[src/core/duf_pkg.sv]
// Constants and carrier types for the second converter's update control
package duf_pkg;

    // ==========================================================
    // Special function register map
    // ==========================================================
    localparam logic [7:0] DUF_SFR_PAGE = 8'h01;
    localparam logic [7:0] DUF_ADDR_CTRL = 8'hD4;
    localparam logic [7:0] DUF_ADDR_HIGH = 8'hD3;
    localparam logic [7:0] DUF_ADDR_LOW = 8'hD2;
    localparam logic [7:0] DUF_CTRL_RESET = 8'h00;
    localparam logic [7:0] DUF_CTRL_WMASK = 8'h9F;
    localparam logic [7:0] DUF_DATA_RESET = 8'h00;
    localparam logic [7:0] DUF_UNMAPPED = 8'h00;
    localparam logic [11:0] DUF_WORD_RESET = 12'h000;

    // ==========================================================
    // Control register fields
    // ==========================================================
    localparam int DUF_EN_BIT = 7;
    localparam int DUF_MODE_HI = 4;
    localparam int DUF_MODE_LO = 3;
    localparam int DUF_FMT_HI = 2;
    localparam int DUF_FMT_LO = 0;
    localparam int DUF_UNUSED_HI = 6;
    localparam int DUF_UNUSED_LO = 5;

    // Update modes
    localparam logic [1:0] DUF_MODE_WRITE = 2'h0;
    localparam logic [1:0] DUF_MODE_TMR3 = 2'h1;
    localparam logic [1:0] DUF_MODE_TMR4 = 2'h2;
    localparam logic [1:0] DUF_MODE_TMR2 = 2'h3;

    // Data formats; any code with the top bit set is left justified
    localparam logic [2:0] DUF_FMT_4_8 = 3'h0;
    localparam logic [2:0] DUF_FMT_5_7 = 3'h1;
    localparam logic [2:0] DUF_FMT_6_6 = 3'h2;
    localparam logic [2:0] DUF_FMT_7_5 = 3'h3;

    // ==========================================================
    // Carriers
    // ==========================================================
    typedef struct packed {
        logic [7:0] page;
        logic [7:0] addr;
        logic wr;
        logic rd;
        logic [7:0] wdata;
    } duf_sfr_req_t;

    typedef struct packed {
        logic tmr2;
        logic tmr3;
        logic tmr4;
    } duf_ovf_t;

    typedef struct packed {
        logic [7:0] ctrl;
        logic [7:0] hi;
        logic [7:0] lo;
        logic [11:0] word;
        logic [7:0] rdata;
    } duf_state_t;

endpackage

[src/core/duf_ctrl.sv]
// Update, format and power control of the second 12-bit converter
//
// How it works
// - Enable clear releases the output pin and shuts the converter down.
// - Enable set drives the output pin and keeps the converter running.
// - Control bits six and five read as zero and ignore writes.
// - Mode 00 loads the converter when the high data byte is written.
// - Mode 01 loads the held word only on a third timer overflow.
// - Mode 10 loads the held word only on a fourth timer overflow.
// - Mode 11 loads the held word only on a second timer overflow.
// - Format 000 takes high byte bits 3..0 over the whole low byte.
// - Format 001 takes high byte bits 4..0 over low byte bits 7..1.
// - Format 010 takes high byte bits 5..0 over low byte bits 7..2.
// - Format 011 takes high byte bits 6..0 over low byte bits 7..3.
// - Any format 1xx takes the whole high byte over low bits 7..4.
// - In mode 00 a low byte write waits for the high byte write.
// - In timer modes both bytes are held until the chosen overflow.
`timescale 1ns/1ps

module duf_ctrl (
    // Clock and reset
    input wire logic clk_sys,
    input wire logic rst,
    // Special function register port
    input wire duf_pkg::duf_sfr_req_t sfr_req,
    output logic [7:0] sfr_rdata,
    // Timer overflow pulses
    input wire duf_pkg::duf_ovf_t timer_ovf,
    // Converter side
    output logic [11:0] conv_word,
    output logic out_pin_active,
    output logic conv_shutdown
);
    import duf_pkg::*;

    // ==========================================================
    // Word assembly
    // ==========================================================
    function automatic logic [11:0] assemble(input logic [2:0] fmt,
                                             input logic [7:0] h,
                                             input logic [7:0] l);
        logic [11:0] w;
        w = {h, l[7:4]};
        if (!fmt[2]) begin
            case (fmt)
                DUF_FMT_4_8: w = {h[3:0], l};
                DUF_FMT_5_7: w = {h[4:0], l[7:1]};
                DUF_FMT_6_6: w = {h[5:0], l[7:2]};
                default: w = {h[6:0], l[7:3]};
            endcase
        end
        return w;
    endfunction

    // ==========================================================
    // State
    // ==========================================================
    duf_state_t st;
    duf_state_t next_st;
    logic on_page;
    logic sel_ctrl;
    logic sel_hi;
    logic sel_lo;
    logic wr_hi;
    logic load;
    logic [1:0] mode;
    logic [2:0] fmt;
    logic [7:0] src_hi;

    assign mode = st.ctrl[DUF_MODE_HI:DUF_MODE_LO];
    assign fmt = st.ctrl[DUF_FMT_HI:DUF_FMT_LO];

    always_comb begin
        next_st = st;
        on_page = (sfr_req.page == DUF_SFR_PAGE);
        sel_ctrl = on_page && (sfr_req.addr == DUF_ADDR_CTRL);
        sel_hi = on_page && (sfr_req.addr == DUF_ADDR_HIGH);
        sel_lo = on_page && (sfr_req.addr == DUF_ADDR_LOW);
        wr_hi = sfr_req.wr && sel_hi;
        // Pick the event that moves the held bytes into the latch
        case (mode)
            DUF_MODE_WRITE: load = wr_hi;
            DUF_MODE_TMR3: load = timer_ovf.tmr3;
            DUF_MODE_TMR4: load = timer_ovf.tmr4;
            default: load = timer_ovf.tmr2;
        endcase
        // Write mode takes the byte on the bus; timer modes copy what was
        // already held, so a write racing the overflow waits a period
        src_hi = (mode == DUF_MODE_WRITE) ? sfr_req.wdata : st.hi;
        if (load) begin
            next_st.word = assemble(fmt, src_hi, st.lo);
        end
        if (sfr_req.wr) begin
            if (sel_ctrl) begin
                next_st.ctrl = sfr_req.wdata & DUF_CTRL_WMASK;
            end else if (sel_hi) begin
                next_st.hi = sfr_req.wdata;
            end else if (sel_lo) begin
                next_st.lo = sfr_req.wdata;
            end
        end
        if (sfr_req.rd) begin
            if (sel_ctrl) begin
                next_st.rdata = st.ctrl;
            end else if (sel_hi) begin
                next_st.rdata = st.hi;
            end else if (sel_lo) begin
                next_st.rdata = st.lo;
            end else begin
                next_st.rdata = DUF_UNMAPPED;
            end
        end
    end

    always_ff @(posedge clk_sys or posedge rst) begin
        if (rst) begin
            st.ctrl <= DUF_CTRL_RESET;
            st.hi <= DUF_DATA_RESET;
            st.lo <= DUF_DATA_RESET;
            st.word <= DUF_WORD_RESET;
            st.rdata <= DUF_UNMAPPED;
        end else begin
            st <= next_st;
        end
    end

    // ==========================================================
    // Outputs
    // ==========================================================
    assign sfr_rdata = st.rdata;
    assign conv_word = st.word;
    assign out_pin_active = st.ctrl[DUF_EN_BIT];
    // Shutdown keeps the analog core at minimum current when unused
    assign conv_shutdown = !st.ctrl[DUF_EN_BIT];
endmodule // duf_ctrl

[config.mk]
export PLATFORM = sky130hd
export DESIGN_NAME = duf_ctrl
export DESIGN_NICKNAME = d
export VERILOG_FILES = /design/src/core/duf_pkg.sv /design/src/core/duf_ctrl.sv
export SDC_FILE = /design/constraint.sdc
export NUM_CORES = 1
export LEC_CHECK = 0
export BUFFER_PORTS_ARGS = -buffer_cell sky130_fd_sc_hd__buf_4
export CAP_MARGIN = 30
export CELL_PAD_IN_SITES_DETAIL_PLACEMENT = 1
export CELL_PAD_IN_SITES_GLOBAL_PLACEMENT = 1
export CORE_ASPECT_RATIO = 1.5
export CORE_MARGIN = 2
export CORE_UTILIZATION = 43
export DETAILED_ROUTE_END_ITERATION = 10
export GPL_TIMING_DRIVEN = 1
export PLACE_DENSITY = 0.9
export SKIP_CTS_REPAIR_TIMING = 1
export SYNTH_ARGS = -nofsm -noshare
export SYNTH_HDL_FRONTEND = slang
export SYNTH_SLANG_ARGS = --single-unit
[constraint.sdc]
create_clock -name clk_sys -period 2.55 [get_ports clk_sys]
set_input_delay 0.765 -clock clk_sys [delete_from_list [all_inputs] [get_ports clk_sys]]
set_output_delay 0.765 -clock clk_sys [all_outputs]
set_load 0.05 [all_outputs]
* After elaboration in Yosys (flattened, before gate mapping)
Index checks and enable logic that the tools add are counted.
** Storage, ports and cells
- Flip-flop bits (word level) :: 42
- Input bits :: 31
- Output and inout bits :: 22
- Logic and storage cells :: 32
** Operators by class
- Eq/ne operators :: 8
- Muxes and demuxes :: 7
- Bitwise operators :: 2
- Reductions and logical operators :: 10
** Operators by type and width (number)
- one-hot mux 12 bit (3 select lines) :: 1
- 2-to-1 mux 8 bit :: 4
- == test 8 bit (second input constant) :: 3
- 2-to-1 mux 12 bit :: 1
- == test 8 x 1 -> 1 bit (second input constant) :: 1
- logical AND 1 bit :: 4
- AND reduction 4 bit :: 1
- == test 3 x 1 -> 1 bit (second input constant) :: 1
- == test 3 x 2 -> 1 bit (second input constant) :: 1
- logical NOT 3 bit :: 1
- one-hot mux 1 bit (3 select lines) :: 1
- AND reduction 3 bit :: 1
- == test 2 x 1 -> 1 bit (second input constant) :: 1
- == test 2 bit (second input constant) :: 1
- logical NOT 2 bit :: 1
- inverter 1 bit :: 2
- AND reduction 2 bit :: 1
- logical NOT 1 bit :: 1

* Logic depth before layout (Yosys ltp)
Gate-level depths: netlist of the first run.
- Depth in word-level cells :: 5
- Depth in mapped cells :: 6
- Mapped depth without buffers :: 4

* Worst setup path after synthesis of the first run
OpenSTA, ideal clock, no wires.
- Path kind :: input -> register
- Start :: input sfr_req[19] in the netlist's numbering
- End :: register st[20] in the netlist's numbering
- Library setup time :: 0.125 ns
- Data arrival time :: 2.421 ns
- Data required time :: 2.425 ns
- Setup slack :: 0.005 ns
- Cell stages on the path :: 4
- Cell sequence :: or3b_4 -> nor4b_4 -> nor4b_4 -> mux2_2
** Between the ends
- Cells in the longest elaborated chain, start to end :: 4
- Elaborated cells on any way between the ends :: 7
** Ends and longest elaborated chain
- start: declaration :: RTL line duf_ctrl.sv:25 : input wire duf_pkg::duf_sfr_req_t sfr_req,
- == test 8 x 1 -> 1 bit (*) :: RTL line duf_ctrl.sv:75 : on_page = (sfr_req.page == DUF_SFR_PAGE);
- logical AND 1 bit (on tied branches) :: RTL line duf_ctrl.sv:77, duf_ctrl.sv:76
- inverter 1 bit (no source line)
- AND reduction 4 bit (no source line) (*)
- end signal: assignment :: RTL line duf_ctrl.sv:123 : st <= next_st;
- end: declaration :: RTL line duf_ctrl.sv:58 : duf_state_t st;
Every way passes the cells marked *; elsewhere a longest branch is shown, timed or not.
A chain may end at the register's enable or synchronous reset.

* Worst setup path in the final report of the first run
- Start :: input sfr_req[19] in the netlist's numbering
- End :: register st, in the netlist conv_word[6]
** Between the ends
- Cells in the longest elaborated chain, start to end :: 4
** Ends and longest elaborated chain
- == test 8 x 1 -> 1 bit :: RTL line duf_ctrl.sv:75
- logical AND 1 bit :: RTL line duf_ctrl.sv:77 : sel_hi = on_page && (sfr_req.addr == DUF_ADDR_HIGH);
- logical AND 1 bit :: RTL line duf_ctrl.sv:79 : wr_hi = sfr_req.wr && sel_hi;
- one-hot mux 1 bit (3 select lines) :: RTL line duf_ctrl.sv:81 : case (mode)
Every way passes these cells.

==> impl_metrics.ini, run 1 <==
[timing]
setup_ws_ns = 0.276
slew_viol_final = 0
rsz0062_at_grt = false
hold_viol_final = 0
fin_crit_sh_pct = 89.2
tightest_slew_ns = 0.633
holdWs_ns = 0.514
fin_crit_ns = 2.27
fmax_mhz = 440
finClkSkew_ns = 0.0128
slew_headroom_pct = 57.8
fin_setup_tns_ns = 0
setup_viol = 0

[placement]
placed_cell_area_um2 = 2960
port_buffers = 52
dp_hpwl_um = 5020
globalplace.congestion = 0.985
pre_cts_slack_ns = -0.0601
placed_cells = 320

[min_path]
min_delay_path_depth = 1
worstHoldStart = conv_word[3]$_DFFE_PP0P_
holdPathEnd = conv_word[3]$_DFFE_PP0P_
hold_path_class = flop to flop

[run_status]
status = finished, final reports clean

[yosys]
synth_adder_area_share_pct = 0
synth-seq-cells = 42
synth-xor-area-share_pct = 0
synth_compound_area_share_pct = 10.9
synth_top_area_cell = dfrtp_1
synth_area_leaders = dfrtp_1, mux2_2, mux4_2
synth-async-reset-ratio_pct = 100
yosysTopAreaCellShare_pct = 40.9
syn_inst = 214
synthesis.nets = 245
synth-simple-area-share_pct = 11.1
ys_seq_area_share_pct = 40.9
yosys-mux-area-fraction_pct = 28.6
ys.flop_type = dfrtp_1
synth_top_family_by_area = multiplexers
synthesis.area_um2 = 2570
yosys_warnings = 0
syn_avg_cell_area_um2 = 12.0
ys_types = 40
synth_edf_count = 0

[pwr]
power.total_mw = 1.32
leakagePower_nw = 1.43
p_switching_uw = 288
clockPowerShare_pct = 41.6
powerDensity_nw_per_um2 = 430
ir_drop_v = 0.000317
seq_power_share_pct = 50.6
combPwrFrac_pct = 7.8
swShare_pct = 21.8
cellInternalPower_mw = 1.03

[drt]
drc = 0
ant_nets = 0
wl_um = 6890
viasPerCell = 5.94
drt_iter0_markers = 61
avgRoutedWirePerCell_um = 21.1
drt_pre_antenna_iters = 4
dr_total_vias = 1941

[clocking]
clock_latency_ns = 0.30
cts_buffer_depth = 2
htree_levels = 2
cts_sinks = 42
cts_tree = built
cts_buffers = 5
cts-root-buf = clkbuf_8
clk_pin_slew_ns = 0.08

[worst_setup_path]
critPathArrivalTime_ns = 2.46
worstPathMaxFanout = 9
crit_slowest_cell = or3b_4
cp.required_ns = 2.74
crit_path_cell_trace = buf_4 > or3b_4 > nor4b_4 > buf_4 > a21o_2 > mux2_2
reg2reg_to = conv_word[8]$_DFFE_PP0P_
crit_path_start_kind = input port
reg2regPathDepth = 4
slowest_delay_ns = 0.40
worst_setup_path_end_kind = flop
crit_type = input port to flop
timing.rr.start = mode[1]$_DFFE_PP0P_
timing.reg2reg.setup_slack_ns = 0.33
crit_path_frequent_cell = buf_4

[finish]
post-route-util_pct = 53.0
final_layout_size_suffix_gt1_share_pct = 53.3
nNetsFinal = 286
filler_cell_count = 629
finalInstanceArea_um2 = 3070
stdcell_count = 327
synthToLayoutAreaGrowth_pct = 19.3
antenna_cells = 0

[global_routing]
grt_overflow_total = 0
grt_pass1_vias = 2115
grt_usage_pct = 22.6
grt_first_pass_wirelength_um = 11000
antenna_found_initial = 0
grt_max_degree = 43

[die]
start_util_pct = 44.4
die_h_um = 98.7
num_io_pins = 53
fp.coreArea_um2 = 5790
dieArea_um2 = 6630
row_count = 34
fp.dieW_um = 67.1

[run]
drv_cap = 0
==> metal layers <==
metal  vias up  share of wire (%)  track usage (%)
li1        871                  -                -
met1       979                 37             25.9
met2        75                 55             39.4
met3        16                5.0             3.77
met4         0                3.5             11.3
met5         -                  0                0
==> cells in the mapped netlist (all sizes together) (3+ instances only) <==
cell type,count
dfrtp,42
mux2,42
nand2,4
nand2b,3
a221o,7
mux2i,6
a211oi,4
nor2,7
mux4,9
buf,23
a31oi,5
or3b,6
nor4b,3
nand3,3
inv,6
clkbuf,8
nor2b,5
o21ai,4
a21oi,4
==> placed cells by master, fill, tap and decap left out, types with 3 or more instances in the layout <==
cell,Yosys,routed
mux4_2,9,9
nor2_1,7,7
buf_4,20,65
nand2b_1,3,3
a21oi_1,4,4
nand2_1,4,4
o21ai_0,4,4
nor2b_1,5,5
dfrtp_1,42,42
or3b_2,5,5
mux2i_1,6,6
inv_1,6,6
nand3_1,3,3
a31oi_1,5,5
mux2_2,42,42
a221o_1,7,7
a211oi_1,4,4
clkbuf_8,0,6
==> logic make-up after synthesis <==
| logic type | count (synthesis) |
|---|---|
| flip-flops | 42 |
| buffers and inverters | 37 |
| multiplexers | 57 |
| AND/OR/NAND/NOR | 40 |
| AO/OA/AOI/OAI | 38 |
==> power groups by stage <==
stage                     registers (mW)  logic [mW]  clock network, mW
after floorplan                    0.680      0.0464                  0
after CTS                          0.667       0.105              0.560
after global placement             0.680       0.101                  0
after detailed placement           0.680       0.104                  0
final                              0.667       0.103              0.548
after global routing               0.667       0.112              0.577
==> worst max-delay path: cells and delay by family <==
kind            cells  cell delay, ns
mux                 1            0.37
simple gates        2            0.74
compound gates      1            0.26
buf+inv             2            0.32
==> final cells by class <==
cell class,count,area [um^2],area share (%)
clock buffer,6,82.6,2.69
sequential,42,1050,34.3
inverter,6,22.5,0.734
tap,72,90.1,2.94
timing repair buffer,65,488,15.9
multi-input combinational,135,1300,42.5
clock inverter,1,30.0,0.979
==> registers in the layout, indices dropped and copies added, names as in the netlist <==
signal	flops
st	16
conv_word	12
sfr_rdata	8
out_pin_active	1
mode	2
fmt	3
==> worst max path at each step <==
stage                     slack [ns]         from                  endpoint  depth (start not counted)
after detailed placement       -0.06  sfr_req[19]  conv_word[4]$_DFFE_PP0P_                          6
after floorplan                0.005  sfr_req[19]        st[20]$_DFFE_PP0P_                          4
final                           0.28  sfr_req[19]  conv_word[6]$_DFFE_PP0P_                          6
after global routing            0.21  sfr_req[24]  conv_word[4]$_DFFE_PP0P_                          6
after CTS                       0.24  sfr_req[24]  conv_word[6]$_DFFE_PP0P_                          6
after global placement         -0.02  sfr_req[19]  conv_word[3]$_DFFE_PP0P_                          6
Power figures use the tool's default switching activity.
==> run 2, diff against run 1 <==
==> constraint.sdc (replaced) <==
create_clock -name clk_sys -period 2.2 [get_ports clk_sys]
set_input_delay 0.66 -clock clk_sys [delete_from_list [all_inputs] [get_ports clk_sys]]
set_output_delay 0.66 -clock clk_sys [all_outputs]
set_load 0.05 [all_outputs]
==> run 2 against run 1 <==
  * Global-route usage grew 1.0 points
  * Setup slack worse by 0.23 ns
  * Core utilization is 2.0 points higher
  * Cell count grew 2.8%
  * Routed wire length grew 5.8%
  * Clock power is 16% higher
  * Die area did not move
  * Via count rose by 4.2%
  * Hold slack got worse by 0.017 ns
  * Sequential power up 16%
==> impl_metrics.ini, run 2 (synthesized netlist as in run 1, its figures left out) <==
[global_routing]
grt_first_pass_wirelength_um = 11600
met3_usage_pct = 3.08
busiest_layer = met2
grt_max_degree = 43
antenna_found_initial = 0
met2_usage_pct = 40.7
grt_pass1_vias = 2275
grt_usage_pct = 23.6
grt_overflow_total = 0
use_met1_pct = 27.1

[timing]
fin_crit_sh_pct = 98.1
slew_headroom_pct = 63.4
fmax_mhz = 463
setup_viol = 0
finClkSkew_ns = 0.00749
rsz0062_at_grt = false
fin_crit_ns = 2.16
holdWs_ns = 0.497
hold_viol_final = 0
slew_viol_final = 0
tightest_slew_ns = 0.550

[worst_setup_path]
worstPathMaxFanout = 6
critPathArrivalTime_ns = 2.35
crit_path_cell_trace = buf_4 > or3b_4 > or3b_2 > nor3_2 > buf_4 > mux2_2
slowest_delay_ns = 0.50
cp-startpoint = sfr_req[19]
endpoint = out_pin_active$_DFFE_PP0P_
crit_path_start_kind = input port
timing.rr.start = mode[1]$_DFFE_PP0P_
crit_path_frequent_cell = buf_4
crit_type = input port to flop
cp.required_ns = 2.39
worst_setup_path_end_kind = flop
reg2reg_to = conv_word[6]$_DFFE_PP0P_
reg2regPathDepth = 5
timing.reg2reg.setup_slack_ns = 0.13
crit_slowest_cell = or3b_2

[pwr]
powerDensity_nw_per_um2 = 484
leakagePower_nw = 1.49
power.total_mw = 1.54
ir_drop_v = 0.000321

[placement]
globalplace.congestion = 0.926
port_buffers = 52
dp_hpwl_um = 5510

[clocking]
clock_latency_ns = 0.30
cts_sinks = 42
cts_buffers = 5
cts_tree = built
cts-root-buf = clkbuf_8
clk_pin_slew_ns = 0.09
htree_levels = 2
cts_buffer_depth = 2

[die]
fp.coreArea_um2 = 5790
num_io_pins = 53
die_h_um = 98.7
fp.dieW_um = 67.1
start_util_pct = 44.4
row_count = 34
dieArea_um2 = 6630

[run]
drv_cap = 0

[drt]
viasPerCell = 6.02
avgRoutedWirePerCell_um = 21.7
drt_iter0_markers = 65
drc = 0
drt_pre_antenna_iters = 4
ant_nets = 0
wl_um = 7290
dr_total_vias = 2022

[finish]
regArea_um2 = 1050
multi_input_area_um2 = 1340
antenna_cells = 0
nNetsFinal = 295
final_layout_size_suffix_gt1_share_pct = 55.7
layout_commonest_cell = buf_4
top_register = st
largest_reg_flops = 16
filler_cell_count = 618
synthToLayoutAreaGrowth_pct = 23.8
final_cell_mix = buf_4, dfrtp_1, mux2_2

[min_path]
hold_path_class = input port to asynchronous set/reset pin

[run_status]
status = finished, final reports clean
==> run 2: through the flow <==
stage / instance area [um^2] / setup slack, ns / TNS, ns / utilization (%) / cells
6_report: 3180 / 0.0413 / 0 / 55.0 / 336
5_1_grt: 3180 / 0.00803 / 0 / 55.0 / 336
4_1_cts: 3180 / -0.0684 / -0.834 / 54.9 / 336
3_5_place_dp: 3060 / -0.372 / -11.26 / 53.0 / 329
3_3_place_gp: 3060 / -0.206 / -6.14 / 53.0 / 329
2_1_floorplan: 2610 / -0.179 / -2.78 / - / 214
==> run 2: worst min path at each step <==
stage / to / startpoint / slack (ns)
final: st[31]$_DFFE_PP0P_ / rst / 0.50
after global routing: st[27]$_DFFE_PP0P_ / rst / 0.53
after CTS: st[31]$_DFFE_PP0P_ / rst / 0.51
after detailed placement: conv_word[4]$_DFFE_PP0P_ / conv_word[4]$_DFFE_PP0P_ / 0.50
after global placement: conv_word[7]$_DFFE_PP0P_ / conv_word[7]$_DFFE_PP0P_ / 0.49
after floorplan: conv_word[7]$_DFFE_PP0P_ / conv_word[7]$_DFFE_PP0P_ / 0.48
==> run 2: final cells by class <==
type	instances	share of cell area [%]
Clock buffer	6	2.59
Clock inverter	1	0.943
Inverter	6	0.708
Multi-Input combinational cell	135	42.1
Sequential cell	42	33.0
Tap cell	72	2.83
Timing Repair Buffer	74	17.8
==> run 2: critical path, delay by kind of cell <==
kind,cells,cell delay [ns]
and+or+nand+nor,3,1.05
muxes,1,0.35
buffers and inverters,2,0.29
==> run 2: report_power, final <==
part / total, mW / leakage (nW) / internal [mW] / switching (mW)
Clock: 0.638 / 0.0573 / 0.364 / 0.274
Sequential: 0.773 / 0.587 / 0.772 / 0.000842
Combinational: 0.129 / 0.842 / 0.0636 / 0.0653
Total: 1.54 / 1.49 / 1.20 / 0.341
==> run 2: routing by layer <==
metal | vias up | part of all wire, % | routed length (um)
met1 | 1008 | 37 | 2710
met5 | - | 0 | 0
met2 | 92 | 53 | 3890
met4 | 0 | 5.2 | 378
met3 | 29 | 4.4 | 318
li1 | 893 | - | -
==> run 3, diff against run 2 <==
--- a/config.mk
+++ b/config.mk
@@ -10,7 +10,6 @@
 export CELL_PAD_IN_SITES_DETAIL_PLACEMENT = 1
 export CELL_PAD_IN_SITES_GLOBAL_PLACEMENT = 1
 export CORE_ASPECT_RATIO = 1.5
-export CORE_MARGIN = 2
 export CORE_UTILIZATION = 43
 export DETAILED_ROUTE_END_ITERATION = 10
 export GPL_TIMING_DRIVEN = 1
==> run 3 against run 2 <==
  * Cell count is the same
  * Routed wire length grew 0.18%
  * Non-clock buffer count shrank 1
  * Sequential cell count is the same
  * Sequential power is essentially flat
  * Fmax grew 0.71%
  * Hold slack lost 0.011 ns
  * First-iteration DRC count shrank 23%
  * Largest cell class unchanged
  * Design area shrank 0.43%
==> impl_metrics.ini, run 3 (synthesized netlist as in run 1, its figures left out) <==
[pwr]
leakagePower_nw = 1.48
power.total_mw = 1.51
ir_drop_v = 0.000359
powerDensity_nw_per_um2 = 477

[timing]
fin_crit_sh_pct = 97.4
tightest_slew_ns = 0.612
slew_headroom_pct = 59.2
finClkSkew_ns = 0.0103
rsz0062_at_grt = false
fin_crit_ns = 2.14
holdWs_ns = 0.486
slew_viol_final = 0
fmax_mhz = 467
setup_viol = 0
hold_viol_final = 0

[clocking]
clock_latency_ns = 0.31
cts_buffers = 5
htree_levels = 2
cts-root-buf = clkbuf_8
cts_sinks = 42
clk_pin_slew_ns = 0.08
cts_tree = built
cts_buffer_depth = 2

[worst_setup_path]
crit_buf_inv = 2
crit_slowest_cell = or3b_2
path_delay_family = simple AND/OR/NAND/NOR gates
critPathArrivalTime_ns = 2.33
crit_path_cell_trace = buf_4 > or3b_4 > or3b_2 > nor3_2 > buf_4 > mux2_2
cp.required_ns = 2.38
reg2regPathDepth = 4
worst_setup_path_end_kind = flop
slowest_delay_ns = 0.51
reg2reg_to = conv_word[8]$_DFFE_PP0P_
timing.rr.start = mode[0]$_DFFE_PP0P_
worstPathMaxFanout = 6
crit_type = input port to flop
crit_path_frequent_cell = buf_4
timing.reg2reg.setup_slack_ns = 0.18
crit_path_start_kind = input port

[finish]
nNetsFinal = 294
top_register = st
layout_commonest_cell = buf_4
synthToLayoutAreaGrowth_pct = 23.3
antenna_cells = 0
final_cell_mix = buf_4, dfrtp_1, mux2_2
finalInstanceArea_um2 = 3170
largest_reg_flops = 16
final_layout_size_suffix_gt1_share_pct = 54.9

[drt]
ant_nets = 0
drt_pre_antenna_iters = 4
dr_total_vias = 2018
drt_iter0_markers = 50
viasPerCell = 6.01
drc = 0
wl_um = 7310
avgRoutedWirePerCell_um = 21.7

[global_routing]
busiest_layer = met2
grt_overflow_total = 0
grt_usage_pct = 25.8
use_met1_pct = 27.8
grt_pass1_vias = 2232
grt_max_degree = 43
met2_usage_pct = 45.4
met3_usage_pct = 4.83
antenna_found_initial = 0
grt_first_pass_wirelength_um = 11900

[die]
fp.dieW_um = 65.1
fp.coreArea_um2 = 5790
start_util_pct = 44.4
dieArea_um2 = 6300
row_count = 34
die_h_um = 96.7
num_io_pins = 53

[placement]
globalplace.congestion = 0.908
dp_hpwl_um = 5520
port_buffers = 52
placed_cell_area_um2 = 3060

[min_path]
hold_path_class = input port to asynchronous set/reset pin

[run]
drv_cap = 0

[run_status]
status = finished, final reports clean
## run 3: layout make-up
cell class,count,area [um^2]
clock inverters,1,30.0
inverters,6,22.5
fillers,624,2620
multi-input cells,135,1340
repair buffers,73,561
clock buffers,7,76.3
flip-flops and latches,42,1050
well taps,72,90.1
## run 3: power breakdown
group	internal [mW]	switching (mW)	leakage (nW)
clock network	0.340	0.270	0.0524
logic	0.0634	0.0645	0.837
registers	0.772	0.000887	0.587
## run 3: metrics by stage
stage | cells | setup TNS, ns | setup WS, ns | utilization (%)
final | 336 | 0 | 0.0566 | 54.8
after global routing | 336 | 0 | 0.0152 | 54.8
after CTS | 336 | 0 | 0.0301 | 54.7
after detailed placement | 328 | -9.18 | -0.292 | 52.8
after global placement | 328 | -6.17 | -0.198 | 52.8
after floorplan | 214 | -2.78 | -0.179 | -
## run 3: worst register-to-register path: cells and delay by family (launching register included)
family / cells / cell delay [ns]
muxes: 2 / 0.86
DFF: 1 / 0.38
AOI/OAI and AO/OA: 1 / 0.37
and+or+nand+nor: 1 / 0.30
## run 3: how the worst max path moves through the flow
stage           startpoint                   to  slack, ns  cells past startpoint
6_report       sfr_req[19]   fmt[1]$_DFFE_PP0P_       0.06                      6
5_1_grt        sfr_req[19]   fmt[1]$_DFFE_PP0P_       0.02                      6
4_1_cts        sfr_req[24]   st[28]$_DFFE_PP0P_       0.03                      5
3_5_place_dp   sfr_req[24]   st[34]$_DFFE_PP0P_      -0.29                      5
3_3_place_gp   sfr_req[19]  mode[0]$_DFFE_PP0P_      -0.20                      6
2_1_floorplan  sfr_req[19]   st[20]$_DFFE_PP0P_      -0.18                      4
## run 3: metal layers
layer | share of wire (%) | up-vias | routed length, um
met1 | 35 | 1024 | 2550
met5 | 0 | - | 0
met2 | 55 | 75 | 4020
met3 | 4.9 | 27 | 358
li1 | - | 892 | -
met4 | 5.2 | 0 | 382
